**src/logic/cxe_pkg.sv**
```systemverilog
package cxe_pkg;
  // machine state bit positions, little-endian index = 31 - documented big-endian bit
  localparam int MS_EE = 15;   // external_interrupt_enable (bit 16)
  localparam int MS_FP = 13;   // float_unit_available (bit 18)
  localparam int MS_ME = 12;   // machine_check_enable (bit 19)
  localparam int MS_SE = 10;   // single_step_trace_enable (bit 21)
  localparam int MS_BE = 9;    // branch_trace_enable (bit 22)
  localparam int MS_IP = 6;    // vector_base_select (bit 25)
  localparam int MS_LE = 0;    // byte_order_bit (bit 31)
  localparam int MS_HLE = 16;  // handler_byte_order (bit 15)
  // vector offsets
  localparam logic [31:0] VEC_FPU = 32'h0000_0800;
  localparam logic [31:0] VEC_DEC = 32'h0000_0900;
  localparam logic [31:0] VEC_SC = 32'h0000_0c00;
  localparam logic [31:0] VEC_TRC = 32'h0000_0d00;
  // physical bases chosen by vector_base_select
  localparam logic [31:0] BASE_LOW = 32'h0000_0000;
  localparam logic [31:0] BASE_HIGH = 32'hfff0_0000;
  // reset values
  localparam logic [31:0] MSW_RST = 32'h0000_0000;
  localparam logic [31:0] DEC_RST = 32'hffff_ffff;
  localparam logic [31:0] ADDR_RST = 32'h0000_0000;
  // exception kinds in priority order
  typedef enum logic [2:0] {
    CXE_NONE, CXE_FPU, CXE_SC, CXE_TRC, CXE_DEC
  } cxe_kind_t;
endpackage

```
**src/logic/cxe_decrementer.sv**
```systemverilog
`timescale 1ns/1ps
module cxe_decrementer
(
  input wire logic ref_clk,
  input wire logic sys_rst,
  input wire logic dec_write,
  input wire logic [31:0] dec_wdata,
  input wire logic dec_taken,
  output logic [31:0] dec_count,
  output logic dec_pending
);
  import cxe_pkg::*;

  logic [31:0] count_next;
  logic bit0_rise;

  ////////////////////////////////////////////////////////////////////////
  // next count: write replaces, else count down
  always_comb begin
    if (dec_write) begin
      count_next = dec_wdata;
    end else begin
      count_next = dec_count - 32'h0000_0001;
    end
  end

  // msb is documented bit 0
  assign bit0_rise = !dec_count[31] && count_next[31];

  always_ff @(posedge ref_clk or posedge sys_rst) begin
    if (sys_rst) begin
      dec_count <= DEC_RST;
    end else begin
      dec_count <= count_next;
    end
  end

  // sticky request, set wins over take
  always_ff @(posedge ref_clk or posedge sys_rst) begin
    if (sys_rst) begin
      dec_pending <= 1'b0;
    end else if (bit0_rise) begin
      dec_pending <= 1'b1;
    end else if (dec_taken) begin
      dec_pending <= 1'b0;
    end
  end

  // every rise of the top bit leaves a request behind
  property p_dec_rise;
    @(posedge ref_clk) disable iff (sys_rst)
    (!dec_count[31] && count_next[31]) |=> dec_pending;
  endproperty
  a_dec_rise: assert property (p_dec_rise)
    else $error("decrementer edge did not set request");

  // a request not yet taken is kept
  property p_dec_merge;
    @(posedge ref_clk) disable iff (sys_rst)
    (dec_pending && !dec_taken) |=> dec_pending;
  endproperty
  a_dec_merge: assert property (p_dec_merge)
    else $error("pending decrementer request lost");
endmodule // cxe_decrementer

```
**src/logic/cxe_exception_entry.sv**
```systemverilog
`timescale 1ns/1ps
// Behaviour
// - fp instruction with fp disabled raises exception
// - fp entry saves faulting address, upper state
// - entry keeps base select, machine check enable; copies handler order
// - fp unavailable vectors to 0x00800
// - decrementer taken only with interrupts enabled
// - decrementer counts down; write replaces count
// - request on decrementer top bit rising
// - requests merge; taking clears pending
// - decrementer saves next address, upper state
// - decrementer vectors to 0x00900
// - system call saves following address, upper state
// - system call drains pipeline before entry
// - system call vectors to 0x00c00
// - trace on single step or branch completion
// - no trace after excepting instruction
// - trace saves following address, upper state
// - trace vectors to 0x00d00
module cxe_exception_entry
(
  input wire logic ref_clk,
  input wire logic sys_rst,
  input wire logic instr_valid,
  input wire logic [31:0] instr_addr,
  input wire logic [31:0] next_addr,
  input wire logic instr_is_fp,
  input wire logic instr_is_sc,
  input wire logic instr_is_rfi,
  input wire logic instr_is_branch,
  input wire logic instr_done,
  input wire logic instr_excepted,
  input wire logic pipe_empty,
  input wire logic higher_pending,
  input wire logic msw_write,
  input wire logic [31:0] msw_wdata,
  input wire logic dec_write,
  input wire logic [31:0] dec_wdata,
  output logic [31:0] machine_state_word,
  output logic [31:0] saved_return_address,
  output logic [31:0] saved_machine_state,
  output logic [31:0] dec_value,
  output logic fetch_redirect,
  output logic [31:0] fetch_addr,
  output logic dispatch_stall,
  output logic fp_fault_taken
);
  import cxe_pkg::*;

  logic [31:0] dec_count;
  logic dec_pending;
  logic dec_taken;
  logic sc_wait_reg;
  logic [31:0] sc_ret_reg;
  logic fpu_cond;
  logic sc_cond;
  logic trc_cond;
  logic dec_cond;
  cxe_kind_t kind_next;
  logic [31:0] ret_next;
  logic [31:0] base_next;
  logic [31:0] vec_next;
  logic [31:0] msw_entry;
  logic [31:0] saved_machine_state_entry;

  ////////////////////////////////////////////////////////////////////////
  // decrementer and its request latch
  cxe_decrementer u_dec (
    .ref_clk(ref_clk),
    .sys_rst(sys_rst),
    .dec_write(dec_write),
    .dec_wdata(dec_wdata),
    .dec_taken(dec_taken),
    .dec_count(dec_count),
    .dec_pending(dec_pending)
  );

  ////////////////////////////////////////////////////////////////////////
  // condition detection
  assign fpu_cond = instr_valid && instr_is_fp && !machine_state_word[MS_FP]
                    && !higher_pending;
  assign sc_cond = sc_wait_reg && pipe_empty && !higher_pending;
  assign trc_cond = instr_done && !instr_excepted && !higher_pending
                    && ((machine_state_word[MS_SE] && !instr_is_rfi)
                    || (machine_state_word[MS_BE] && instr_is_branch));
  assign dec_cond = dec_pending && machine_state_word[MS_EE] && !higher_pending;

  // fixed priority choice of one exception
  always_comb begin
    kind_next = CXE_NONE;
    ret_next = ADDR_RST;
    vec_next = ADDR_RST;
    if (fpu_cond) begin
      kind_next = CXE_FPU;
      ret_next = instr_addr;
      vec_next = VEC_FPU;
    end else if (sc_cond) begin
      kind_next = CXE_SC;
      ret_next = sc_ret_reg;
      vec_next = VEC_SC;
    end else if (trc_cond) begin
      kind_next = CXE_TRC;
      ret_next = next_addr;
      vec_next = VEC_TRC;
    end else if (dec_cond) begin
      kind_next = CXE_DEC;
      ret_next = next_addr;
      vec_next = VEC_DEC;
    end
  end

  assign dec_taken = (kind_next == CXE_DEC);
  assign base_next = machine_state_word[MS_IP] ? BASE_HIGH : BASE_LOW;

  // new state word and saved state on entry
  always_comb begin
    msw_entry = MSW_RST;
    msw_entry[MS_IP] = machine_state_word[MS_IP];
    msw_entry[MS_ME] = machine_state_word[MS_ME];
    msw_entry[MS_LE] = machine_state_word[MS_HLE];
    saved_machine_state_entry = {16'h0000, machine_state_word[15:0]};
  end

  ////////////////////////////////////////////////////////////////////////
  // system call: hold dispatch until in-flight work drains
  always_ff @(posedge ref_clk or posedge sys_rst) begin
    if (sys_rst) begin
      sc_wait_reg <= 1'b0;
      sc_ret_reg <= ADDR_RST;
    end else if (instr_valid && instr_is_sc && !sc_wait_reg) begin
      sc_wait_reg <= 1'b1;
      sc_ret_reg <= next_addr;
    end else if (kind_next == CXE_SC) begin
      sc_wait_reg <= 1'b0;
    end
  end

  always_ff @(posedge ref_clk or posedge sys_rst) begin
    if (sys_rst) begin
      dispatch_stall <= 1'b0;
    end else begin
      dispatch_stall <= (sc_wait_reg && kind_next != CXE_SC)
                        || (instr_valid && instr_is_sc);
    end
  end

  ////////////////////////////////////////////////////////////////////////
  // machine state word: entry overrides software write
  always_ff @(posedge ref_clk or posedge sys_rst) begin
    if (sys_rst) begin
      machine_state_word <= MSW_RST;
    end else if (kind_next != CXE_NONE) begin
      machine_state_word <= msw_entry;
    end else if (msw_write) begin
      machine_state_word <= msw_wdata;
    end
  end

  // save registers
  always_ff @(posedge ref_clk or posedge sys_rst) begin
    if (sys_rst) begin
      saved_return_address <= ADDR_RST;
      saved_machine_state <= MSW_RST;
    end else if (kind_next != CXE_NONE) begin
      saved_return_address <= ret_next;
      saved_machine_state <= saved_machine_state_entry;
    end
  end

  // fetch redirect, one-cycle pulse
  always_ff @(posedge ref_clk or posedge sys_rst) begin
    if (sys_rst) begin
      fetch_redirect <= 1'b0;
      fetch_addr <= ADDR_RST;
      fp_fault_taken <= 1'b0;
    end else begin
      fetch_redirect <= (kind_next != CXE_NONE);
      fetch_addr <= base_next | vec_next;
      fp_fault_taken <= (kind_next == CXE_FPU);
    end
  end

  // decrementer value mirror
  always_ff @(posedge ref_clk or posedge sys_rst) begin
    if (sys_rst) begin
      dec_value <= DEC_RST;
    end else begin
      dec_value <= dec_count;
    end
  end

  ////////////////////////////////////////////////////////////////////////
  // checks
  property p_fpu_vec;
    @(posedge ref_clk) disable iff (sys_rst)
    fpu_cond |=> fetch_redirect && fetch_addr[19:0] == VEC_FPU[19:0]
      && saved_return_address == $past(instr_addr);
  endproperty
  a_fpu_vec: assert property (p_fpu_vec)
    else $error("fp unavailable entry wrong");

  // fault flag follows the fp entry
  property p_fp_flag;
    @(posedge ref_clk) disable iff (sys_rst)
    fpu_cond |=> fp_fault_taken;
  endproperty
  a_fp_flag: assert property (p_fp_flag)
    else $error("fp fault flag missing");

  property p_entry_msw;
    @(posedge ref_clk) disable iff (sys_rst)
    (kind_next != CXE_NONE) |=> machine_state_word[MS_LE] == $past(machine_state_word[MS_HLE])
      && machine_state_word[MS_IP] == $past(machine_state_word[MS_IP])
      && machine_state_word[MS_EE] == 1'b0;
  endproperty
  a_entry_msw: assert property (p_entry_msw)
    else $error("state word not set on entry");

  // entry clears the enables it does not keep
  property p_entry_clear;
    @(posedge ref_clk) disable iff (sys_rst)
    (kind_next != CXE_NONE) |=> machine_state_word[MS_ME] == $past(machine_state_word[MS_ME])
      && !machine_state_word[MS_FP] && !machine_state_word[MS_SE] && !machine_state_word[MS_BE];
  endproperty
  a_entry_clear: assert property (p_entry_clear)
    else $error("state word enables not cleared on entry");

  property p_saved_machine_state;
    @(posedge ref_clk) disable iff (sys_rst)
    (kind_next != CXE_NONE) |=> saved_machine_state[15:0] == $past(machine_state_word[15:0])
      && saved_machine_state[31:16] == 16'h0000;
  endproperty
  a_saved_machine_state: assert property (p_saved_machine_state)
    else $error("saved state wrong");

  property p_dec_mask;
    @(posedge ref_clk) disable iff (sys_rst)
    !machine_state_word[MS_EE] |-> kind_next != CXE_DEC;
  endproperty
  a_dec_mask: assert property (p_dec_mask)
    else $error("masked decrementer taken");

  property p_dec_vec;
    @(posedge ref_clk) disable iff (sys_rst)
    (kind_next == CXE_DEC) |=> fetch_redirect && fetch_addr[19:0] == VEC_DEC[19:0]
      && saved_return_address == $past(next_addr);
  endproperty
  a_dec_vec: assert property (p_dec_vec)
    else $error("decrementer vector wrong");

  // software write replaces the count
  property p_dec_load;
    @(posedge ref_clk) disable iff (sys_rst)
    dec_write |=> dec_count == $past(dec_wdata);
  endproperty
  a_dec_load: assert property (p_dec_load)
    else $error("decrementer write lost");

  // otherwise the count steps down by one
  property p_dec_down;
    @(posedge ref_clk) disable iff (sys_rst)
    !dec_write |=> dec_count == $past(dec_count) - 32'h0000_0001;
  endproperty
  a_dec_down: assert property (p_dec_down)
    else $error("decrementer did not count down");

  // taking the exception clears the request when no new edge comes
  property p_dec_clear;
    @(posedge ref_clk) disable iff (sys_rst)
    (kind_next == CXE_DEC && dec_count[31]) |=> !dec_pending;
  endproperty
  a_dec_clear: assert property (p_dec_clear)
    else $error("decrementer request not cleared");

  property p_sc_vec;
    @(posedge ref_clk) disable iff (sys_rst)
    (kind_next == CXE_SC) |=> fetch_addr[19:0] == VEC_SC[19:0]
      && saved_return_address == $past(sc_ret_reg);
  endproperty
  a_sc_vec: assert property (p_sc_vec)
    else $error("system call entry wrong");

  property p_sc_wait;
    @(posedge ref_clk) disable iff (sys_rst)
    (sc_wait_reg && !pipe_empty) |-> kind_next != CXE_SC ##1 dispatch_stall;
  endproperty
  a_sc_wait: assert property (p_sc_wait)
    else $error("system call entered before drain");

  // system call latches the following address and stalls dispatch
  property p_sc_ret;
    @(posedge ref_clk) disable iff (sys_rst)
    (instr_valid && instr_is_sc && !sc_wait_reg) |=> sc_ret_reg == $past(next_addr)
      && dispatch_stall;
  endproperty
  a_sc_ret: assert property (p_sc_ret)
    else $error("system call return address not held");

  property p_trc;
    @(posedge ref_clk) disable iff (sys_rst)
    (instr_done && instr_excepted && !fpu_cond && !sc_cond && !dec_cond) |=> !fetch_redirect;
  endproperty
  a_trc: assert property (p_trc)
    else $error("trace after excepting instruction");

  // branch trace raised when nothing higher is taken
  property p_trc_branch;
    @(posedge ref_clk) disable iff (sys_rst)
    (instr_done && !instr_excepted && !higher_pending && machine_state_word[MS_BE]
      && instr_is_branch && !fpu_cond && !sc_cond) |=> fetch_redirect
      && fetch_addr[19:0] == VEC_TRC[19:0];
  endproperty
  a_trc_branch: assert property (p_trc_branch)
    else $error("branch trace not taken");

  // a higher exception blocks every entry here
  property p_hp_block;
    @(posedge ref_clk) disable iff (sys_rst)
    higher_pending |=> !fetch_redirect;
  endproperty
  a_hp_block: assert property (p_hp_block)
    else $error("entry taken under higher exception");

  property p_trc_vec;
    @(posedge ref_clk) disable iff (sys_rst)
    (kind_next == CXE_TRC) |=> fetch_addr[19:0] == VEC_TRC[19:0]
      && saved_return_address == $past(next_addr);
  endproperty
  a_trc_vec: assert property (p_trc_vec)
    else $error("trace entry wrong");

  property p_prio;
    @(posedge ref_clk) disable iff (sys_rst)
    (fpu_cond && dec_cond) |-> kind_next == CXE_FPU ##1 dec_pending;
  endproperty
  a_prio: assert property (p_prio)
    else $error("priority order broken");

  // main scenarios reached
  c_fpu: cover property (@(posedge ref_clk) disable iff (sys_rst) kind_next == CXE_FPU);
  c_dec: cover property (@(posedge ref_clk) disable iff (sys_rst) kind_next == CXE_DEC);
  c_sc: cover property (@(posedge ref_clk) disable iff (sys_rst) kind_next == CXE_SC);
  c_trc: cover property (@(posedge ref_clk) disable iff (sys_rst) kind_next == CXE_TRC);
  c_prio: cover property (@(posedge ref_clk) disable iff (sys_rst) fpu_cond && dec_cond);
endmodule // cxe_exception_entry

```
**config.mk**
```make
export PLATFORM = sky130hd
export DESIGN_NAME = cxe_exception_entry
export DESIGN_NICKNAME = d
export VERILOG_FILES = /design/src/logic/cxe_pkg.sv /design/src/logic/cxe_decrementer.sv /design/src/logic/cxe_exception_entry.sv
export SDC_FILE = /design/constraint.sdc
export NUM_CORES = 1
export LEC_CHECK = 0
export BUFFER_PORTS_ARGS = -buffer_cell sky130_fd_sc_hd__clkbuf_2
export CAP_MARGIN = 5
export CORE_AREA = 2 2 137 139
export DETAILED_ROUTE_END_ITERATION = 7
export DIE_AREA = 0 0 139 141
export PLACE_DENSITY = 0.8
export SLEW_MARGIN = 10
export SYNTH_ARGS = -nofsm -noshare
export SYNTH_HDL_FRONTEND = slang
export SYNTH_SLANG_ARGS = --single-unit
```
**constraint.sdc**
```tcl
create_clock -name ref_clk -period 5.9 [get_ports ref_clk]
set_input_delay 0.59 -clock ref_clk [delete_from_list [all_inputs] [get_ports ref_clk]]
set_output_delay 0.59 -clock ref_clk [all_outputs]
set_load 0.02 [all_outputs]
```
==> flow_summary.yaml, run 1 <==
timing:
  slew_violations: 0
  rsz0062_at_grt: "no"
  fin_skew_ns: 0.0120
  slew_headroom_pct: 26.4
  fin_crit_sh_pct: 49.0
  finalSetupTns_ns: 0
  hold_viol: 0
  timing.fmax_mhz: 346
  finalSetupViolations: 0
  worstMarginPinSlew_ns: 1.10
  finalCriticalPeriod_ns: 2.89
  timing.hold.ws_ns: 0.228
worst_setup_path:
  crit_path_start_kind: "flop"
  crit_chain: "or3_1 > clkinv_1 > a221oi_4 > buf_4 > a222oi_1 > a21oi_1"
  end_kind: "flop"
  path_delay_family: "buffers and inverters"
  required_ns: 6.23
  critPathMaxFanout: 35
  crit_type: "reg2reg"
  crit_arrival_ns: 3.23
  slowest_delay_ns: 0.85
  critPathBufInv: 2
  slowest_stage: "clkinv_1"
synth:
  synth_area_leader_cell: "dfrtp_1"
  synth_seq_cells: 185
  ys_types: 40
  synth-main-ff-cell: "dfrtp_1"
  netlist_area_um2: 7850
  netlist_instances: 656
  synth_top_area_share_pct: 38.6
  ys_top_cells_by_area: "dfrtp_1, dfstp_2, mux2_2, buf_4, a222oi_1"
  synth_edf_count: 0
  synth_seq_area_share_pct: 60.0
  yosys_warnings: 0
  async_flop_share_pct: 100
  syn_area_per_cell_um2: 12.0
pwr:
  pwr-share-seq_pct: 43.6
  p_leak_nw: 4.71
  vdd_ir_drop_max_mv: 0.309
  clock_power_share_pct: 26.3
  combPwrFrac_pct: 30.1
  sw_frac_of_total_pct: 36.0
  power.density_nw_per_um2: 454
  p_switching_mw: 1.61
  total_power_mw: 4.46
  internal_power_mw: 2.85
routing:
  ant_nets: 0
  wl_per_cell_um: 16.3
  drc: 2
  vias_per_cell: 5.17
  drt-initial-drc-count: 418
  num_vias: 5936
  drt-total-wl_um: 18800
  drt-pass1-iter-count: 8
layout:
  drive_gt1_share_pct: 47.9
  area_growth_pct: 25.2
  nNetsFinal: 1043
  utilization_pct: 53.8
  n_antenna_cell: 0
clocking:
  clk_path_buf_depth: 2
  clock-sinks: 185
  cts_setup_buffers: 0
  cts_hold_buf: 0
  cts_resized: 0
  insertion_delay_ns: 0.43
  clkTransAtPathRegs_ns: 0.07
  root_buffer: "clkbuf_16"
  cts_inserted_buffers: 17
  h-tree-depth: 4
  cts_tree: "yes"
placement:
  place_hpwl_um: 13200
  place_congestion: 0.824
  io_buffers: 270
die:
  num_rows: 50
  dieArea_um2: 19600
  floorplan.initialDensity_pct: 43.0
  io_pins: 304
  core_um2: 18300
  die_x_um: 139
  die_h_um: 141
global_routing:
  track_usage_pct: 19.0
  grt_pass1_vias: 5768
  gr-total-overflow: 0
  antenna_found_initial: 0
  grt_max_degree: 72
  grt_first_pass_wirelength_um: 29900
worst_hold_path:
  hp-class: "in2async"
job:
  drv_cap: 0
outcome:
  outcome: "complete, but fails checks"
  failed_checks: "DRC"
-- worst paths after layout --
check                                       start                      end  slack, ns  cells after the start
min in group ref_clk                dec_wdata[14]      u_dec.dec_count[14]       0.35                      3
setup reg to reg           machine_state_word[13]  saved_return_address[7]       3.01                      6
max in group asynchronous                 sys_rst  saved_machine_state[11]       4.39                      3
hold reg to reg               u_dec.dec_count[10]            dec_value[10]       0.38                      0
setup / recovery           machine_state_word[13]  saved_return_address[7]       3.01                      6
hold / removal                            sys_rst            sc_ret_reg[0]       0.23                      2
-- synthesized netlist by cell type (all sizes together), types with 7 or more instances --
| library cell | number |
|---|---|
| dfrtp | 121 |
| mux2i | 31 |
| nand3 | 7 |
| mux2 | 50 |
| xor2 | 19 |
| xnor2 | 8 |
| a222oi | 32 |
| dfstp | 64 |
| o21ai | 31 |
| buf | 50 |
| nand2 | 40 |
| clkbuf | 33 |
| nor4 | 7 |
| a21oi | 36 |
| nor2 | 77 |
-- final cells by class --
class	count	area, um2
Clock buffer	17	425
Multi-Input combinational cell	414	2780
Clock inverter	15	188
Fill cell	1568	8440
Inverter	6	27.5
Sequential cell	185	4710
Tap cell	234	293
Timing Repair Buffer	277	1400
-- power groups by stage --
stage	clock network [mW]	logic [mW]	registers (mW)
floorplan	0	0.632	2.22
global placement	0	1.32	1.94
detailed placement	0	1.35	1.96
CTS	1.20	1.36	1.94
global route	1.26	1.46	1.99
finish	1.17	1.34	1.94
-- metrics by stage --
stage	instances	setup slack [ns]	instance area, um2
6_report	1148	3.01	9830
2_1_floorplan	688	0.387	7970
3_3_place_gp	1116	2.84	9210
4_1_cts	1148	3.02	9830
5_1_grt	1148	2.74	9830
3_5_place_dp	1116	2.71	9210
-- kinds of logic (layout without fill, tap and decap cells) --
group	after synthesis	in the layout	synth area share, %
AOI/OAI and AO/OA	106	106	9.04
xor gates and xnor gates	27	27	3.01
adders and majority gates	1	1	0.159
buffers and inverters	89	315	6.39
DFF	185	185	60.0
muxes	81	81	11.1
other	1	33	0.0478
and+or+nand+nor	166	166	10.2
-- cells in the final DEF, fill, tap and decap left out, types with 4 or more instances in the layout --
master / count
a21oi_1: 36
a222oi_1: 32
buf_4: 7
clkbuf_16: 17
clkbuf_2: 270
clkinvlp_4: 5
conb_1: 33
dfrtp_1: 121
dfstp_2: 64
inv_1: 4
inv_8: 5
mux2_2: 50
mux2i_1: 31
nand2_1: 40
nand3_1: 7
nand3b_1: 5
nand4_1: 6
nor2_1: 76
o21ai_0: 27
o21ai_1: 4
or2_2: 5
xnor2_1: 8
xor2_1: 19
-- per-layer routing --
layer  vias to the layer above  GRT usage, %  share of wire [%]
met1                      2920          23.0                 39
li1                       2727             -                  -
met2                       268          31.3                 49
met4                         0          5.95                1.5
met3                        21          7.74                9.8
met5                         -             0                  0
(Power assumes the default switching activity.)
==> run 2, diff against run 1 <==
- CORE_AREA: 2 2 137 139 -> 2 2 130 132
- DIE_AREA: 0 0 139 141 -> 0 0 132 134
- PLACE_DENSITY: 0.8 -> 0.84
- clock period: 5.9 -> 2.8 ns (I/O delays scaled with it)
==> run 2 against run 1 <==
The run now ends clean; highest routed layer unchanged; clock power grew 100%; combinational power grew 120%; non-clock buffer count increased by 3; largest cell class unchanged; die area is 9.8% lower; global-route usage grew 2.9 points; flip-flop and latch count stayed put; final cell count fell by 0.87%; total power increased by 110%.
==> flow_summary.yaml, run 2 (synthesis results as in run 1) <==
placement:
  place_congestion: 0.805
  dp_cells: 1105
  preCtsSetupSlack_ns: 0.537
  dpl-instance-area_um2: 9260
  place_hpwl_um: 13200
  io_buffers: 270
timing:
  finalSetupViolations: 0
  slew_headroom_pct: 29.7
  fin_crit_sh_pct: 84.3
  hold_viol: 0
  fin_skew_ns: 0.00716
  timing.fmax_mhz: 424
  timing.hold.ws_ns: 0.0325
  finalCriticalPeriod_ns: 2.36
  rsz0062_at_grt: "no"
  slew_violations: 0
  worst_slack_ns: 0.441
  worstMarginPinSlew_ns: 1.05
  finalSetupTns_ns: 0
layout:
  nFillCells: 1339
  instances_no_fill: 1138
  layout_commonest_cell: "clkbuf_2"
  nNetsFinal: 1046
  area_growth_pct: 25.3
  final_area_um2: 9840
  regArea_um2: 4710
  drive_gt1_share_pct: 47.9
  final_cell_mix: "clkbuf_2, dfrtp_1, nor2_1, dfstp_2, mux2_2"
  multiInputGateArea_um2: 2780
  utilization_pct: 60.4
worst_setup_path:
  cp.depth: 7
  crit_arrival_ns: 2.70
  critPathBufInv: 1
  slowest_delay_ns: 0.61
  crit_path_start_kind: "flop"
  critPathMaxFanout: 7
  required_ns: 3.14
  crit_type: "reg2reg"
  end_kind: "flop"
  crit_chain: "inv_1 > ha_1 > or4b_1 > nor4_2 > nand4_1 > xor2_1 > o21ai_0"
  slowest_stage: "or4b_1"
  reg2reg_depth: 7
  path_delay_family: "simple AND/OR/NAND/NOR gates"
pwr:
  sw_frac_of_total_pct: 35.6
  internal_power_mw: 6.03
  vdd_ir_drop_max_mv: 0.447
  combPwrFrac_pct: 31.1
  p_leak_nw: 4.73
  total_power_mw: 9.35
  clock_power_share_pct: 25.3
  power.density_nw_per_um2: 951
  p_switching_mw: 3.33
  pwr-share-seq_pct: 43.5
global_routing:
  grt_first_pass_wirelength_um: 30500
  track_usage_pct: 21.9
  gr-total-overflow: 0
  antenna_found_initial: 1
  grt_pass1_vias: 5927
  grt_max_degree: 186
die:
  die_x_um: 132
  dieArea_um2: 17700
  core_um2: 16300
  io_pins: 304
  floorplan.initialDensity_pct: 48.2
  num_rows: 47
  die_h_um: 134
routing:
  drc: 0
  num_vias: 5874
  wl_per_cell_um: 16.9
  drt-total-wl_um: 19200
  drt-pass1-iter-count: 6
  drt-initial-drc-count: 422
  vias_per_cell: 5.16
  ant_nets: 0
worst_hold_path:
  hp-class: "in2async"
clocking:
  cts_setup_buffers: 0
  root_buffer: "clkbuf_16"
  cts_tree: "yes"
  cts_inserted_buffers: 17
  cts_resized: 0
  h-tree-depth: 4
  clk_path_buf_depth: 2
  clock-sinks: 185
  insertion_delay_ns: 0.42
  cts_hold_buf: 0
  clkTransAtPathRegs_ns: 0.07
outcome:
  outcome: "complete, no violations"
job:
  drv_cap: 0
-- run 2: cell count changes in the layout (fill, tap and decap cells not counted) --
cell | before | now
inv_6 | 2 | 3
clkinv_8 | 1 | 0
clkinv_2 | 0 | 3
buf_12 | 0 | 3
diode_2 | 0 | 1
clkinvlp_4 | 5 | 3
clkinv_1 | 1 | 3
clkbuf_8 | 0 | 1
inv_8 | 5 | 1
-- run 2: layer usage --
layer | routed length, um | GRT usage, %
met1 | 7740 | 26.9
met2 | 9500 | 36.9
met3 | 1440 | 6.12
met4 | 529 | 8.94
met5 | 0 | 0
-- run 2: worst reg2reg max path: cells and delay by family (launching register included) --
kind | cells | cell delay (ns)
AO/OA/AOI/OAI | 1 | 0.18
XOR/XNOR | 1 | 0.19
adder cells (fa/ha/maj) | 1 | 0.20
buffers and inverters | 1 | 0.06
flip-flops | 1 | 0.39
AND/OR/NAND/NOR | 3 | 1.26
-- run 2: worst paths after layout --
path | start | endpoint | slack (ns)
min reg2reg | u_dec.dec_count[1] | dec_value[1] | 0.38
max in group asynchronous | sys_rst | saved_machine_state[9] | 1.90
max | u_dec.dec_count[0] | u_dec.dec_count[30] | 0.44
max reg2reg | u_dec.dec_count[0] | u_dec.dec_count[30] | 0.44
min in group ref_clk | dec_wdata[1] | u_dec.dec_count[1] | 0.05
min | sys_rst | machine_state_word[16] | 0.03
-- run 2: area by class of cell --
class	instances	area share [%]
repair buffers	280	14.9
diodes	1	0.0254
clock buffers	18	4.46
flip-flops and latches	185	47.9
multi-input cells	414	28.3
clock inverters	14	1.46
well taps	220	2.80
inverters	6	0.267
-- run 2: power groups by stage --
stage	Combinational [mW]	Clock, mW	Sequential, mW
2_1_floorplan	1.33	0	4.68
3_3_place_gp	2.86	0	4.07
3_5_place_dp	2.92	0	4.11
4_1_cts	2.94	2.44	4.07
5_1_grt	3.13	2.53	4.17
6_report	2.91	2.37	4.07
==> run 3, diff against run 2 <==
- ABC_AREA: unset -> 1
- CORE_AREA: 2 2 130 132 -> 2 2 141 143
- DIE_AREA: 0 0 132 134 -> 0 0 143 145
- PLACE_DENSITY: 0.84 -> 0.8
- clock period: 2.8 -> 1.95 ns (I/O delays scaled with it)
==> run 3 against run 2 <==
Die area increased by 17%; hold slack got worse by 0.012 ns; critical path type unchanged; highest routed layer unchanged; via count grew 31%; flip-flop and latch count stayed put.
==> flow_summary.yaml, run 3 <==
outcome:
  outcome: "complete, no violations"
die:
  dieArea_um2: 20700
  io_pins: 304
  floorplan.initialDensity_pct: 44.2
  num_rows: 51
  die_h_um: 145
  die_x_um: 143
  core_um2: 19200
synth:
  synth_area_leader_cell: "dfrtp_1"
  synth_most_common_cell: "nand2_1"
  netlist_area_um2: 8490
  synth-main-ff-cell: "dfrtp_1"
  async_flop_share_pct: 100
  synth_seq_area_share_pct: 55.5
  ys_types: 39
  netlist_instances: 989
  synth_top_area_share_pct: 35.7
  synth_seq_cells: 185
  syn_area_per_cell_um2: 8.58
  synth_common_cells: "nand2_1, nor2_1, dfrtp_1"
  synth_edf_count: 0
  yosys_warnings: 0
  ys_top_cells_by_area: "dfrtp_1, dfstp_2, nand2_1, nor2_1, nand3_1"
routing:
  drc: 0
  ant_nets: 0
  vias_per_cell: 4.88
  drt-pass1-iter-count: 6
  drt-initial-drc-count: 393
  num_vias: 7688
  drt-total-wl_um: 23500
  wl_per_cell_um: 14.9
worst_setup_path:
  critPathMaxFanout: 34
  crit_path_start_kind: "flop"
  required_ns: 2.27
  crit_type: "reg2reg"
  crit_arrival_ns: 2.08
  end_kind: "flop"
  reg2reg_depth: 9
timing:
  timing.fmax_mhz: 568
  fin_skew_ns: 0.0108
  finalSetupViolations: 0
  worst_slack_ns: 0.191
  slew_violations: 0
  finalCriticalPeriod_ns: 1.76
  fin_crit_sh_pct: 90.2
  finalSetupTns_ns: 0
  timing.hold.ws_ns: 0.0204
  rsz0062_at_grt: "no"
  hold_viol: 0
pwr:
  total_power_mw: 13.5
  power.density_nw_per_um2: 1210
  vdd_ir_drop_max_mv: 0.658
  p_leak_nw: 5.69
layout:
  final_cell_mix: "clkbuf_2, nand2_1, nor2_1, dfrtp_1, nand3_1"
  layout_commonest_cell: "clkbuf_2"
  area_growth_pct: 30.6
  utilization_pct: 57.7
  drive_gt1_share_pct: 32.0
  nFillCells: 1658
  final_area_um2: 11100
  nNetsFinal: 1438
  instances_no_fill: 1576
clocking:
  clock-sinks: 185
  insertion_delay_ns: 0.42
  clk_path_buf_depth: 2
  clkTransAtPathRegs_ns: 0.07
  cts_tree: "yes"
  root_buffer: "clkbuf_16"
  h-tree-depth: 4
  cts_inserted_buffers: 17
global_routing:
  gr-total-overflow: 0
  grt_max_degree: 71
  grt_first_pass_wirelength_um: 37100
  track_usage_pct: 22.5
  grt_pass1_vias: 7434
  antenna_found_initial: 1
  met2_usage_pct: 37.2
  gr-max-usage-layer: "met2"
  grt_use_met3_pct: 5.28
  gr-usage-met1_pct: 28.2
placement:
  io_buffers: 270
  dpl-instance-area_um2: 9940
  place_congestion: 0.880
  dp_cells: 1487
  preCtsSetupSlack_ns: 0.0407
  place_hpwl_um: 16400
worst_hold_path:
  whs_path_depth: 3
  hp-class: "in2reg"
job:
  drv_cap: 0
run 3: cell count changes after synthesis, sizes merged, moves of 5 or more:
cell,delta
nand2,+214
mux2,-49
nand3,+77
xor2,-9
buf,+26
inv,+55
clkbuf,-19
or4,-5
o21ai,+22
mux2i,-31
nor2,+82
a222oi,-32
nor4,-7
a21oi,+32
run 3: repair_timing:
item / 4_1_cts / 5_1_grt
hold buffers: 55 / 0
setup endpoints to repair: 0 / 24
hold endpoints to repair: 59 / 0
gates resized for setup: 0 / 2
setup buffers: 0 / 0
run 3: cells by family (layout without fill, tap and decap cells):
kind of cell    count (synthesis)  in the layout  synth area share (%)
buf+inv                       150            438                  9.51
other cells                     1             35                0.0442
compound gates                128            128                  8.15
fa+ha+maj                       1              1                 0.147
xor+xnor                       15             15                  1.55
mux                             1              1                 0.133
flops                         185            185                  55.5
simple gates                  508            508                  25.0
run 3: layout make-up:
| class | instances | area (um2) | share of cell area, % |
|---|---|---|---|
| sequential | 185 | 4710 | 42.5 |
| multi-input combinational | 686 | 3100 | 27.9 |
| timing repair buffer | 346 | 2130 | 19.2 |
| clock buffer | 17 | 425 | 3.84 |
| tap | 265 | 332 | 2.99 |
| inverter | 60 | 231 | 2.09 |
| clock inverter | 15 | 159 | 1.43 |
| antenna | 2 | 5.00 | 0.0451 |
run 3: power by group:
group	total [mW]	switching, mW	internal, mW
Sequential	5.71	0.654	5.05
Combinational	4.37	2.90	1.47
Clock	3.39	1.58	1.82
Total	13.5	5.13	8.34
run 3: final timing paths:
path	startpoint	slack [ns]	endpoint
worst max-delay path	machine_state_word[9]	0.19	machine_state_word[12]
worst min-delay path	msw_wdata[9]	0.02	machine_state_word[9]
worst max register to register	machine_state_word[9]	0.19	machine_state_word[12]
worst min register to register	u_dec.dec_count[31]	0.37	dec_value[31]
max in group asynchronous	sys_rst	1.02	saved_return_address[13]
min in group asynchronous	sys_rst	0.28	saved_machine_state[11]
run 3: worst max-delay path, stage by stage, from the launching register on:
cell and delay (ns):
dfrtp_1 0.40, nand2_1 0.06, o21ai_1 0.12, nand2_2 0.13, nand4_4 0.09, inv_2 0.39, buf_12 0.25, nand2_1 0.09
nand2_1 0.08, nand2_1 0.04
run 3: metal layers:
| layer | wire (um) | part of all wire, % |
|---|---|---|
| met5 | 0 | 0 |
| met4 | 652 | 2.8 |
| met1 | 9470 | 40 |
| met3 | 1880 | 8.0 |
| met2 | 11500 | 49 |
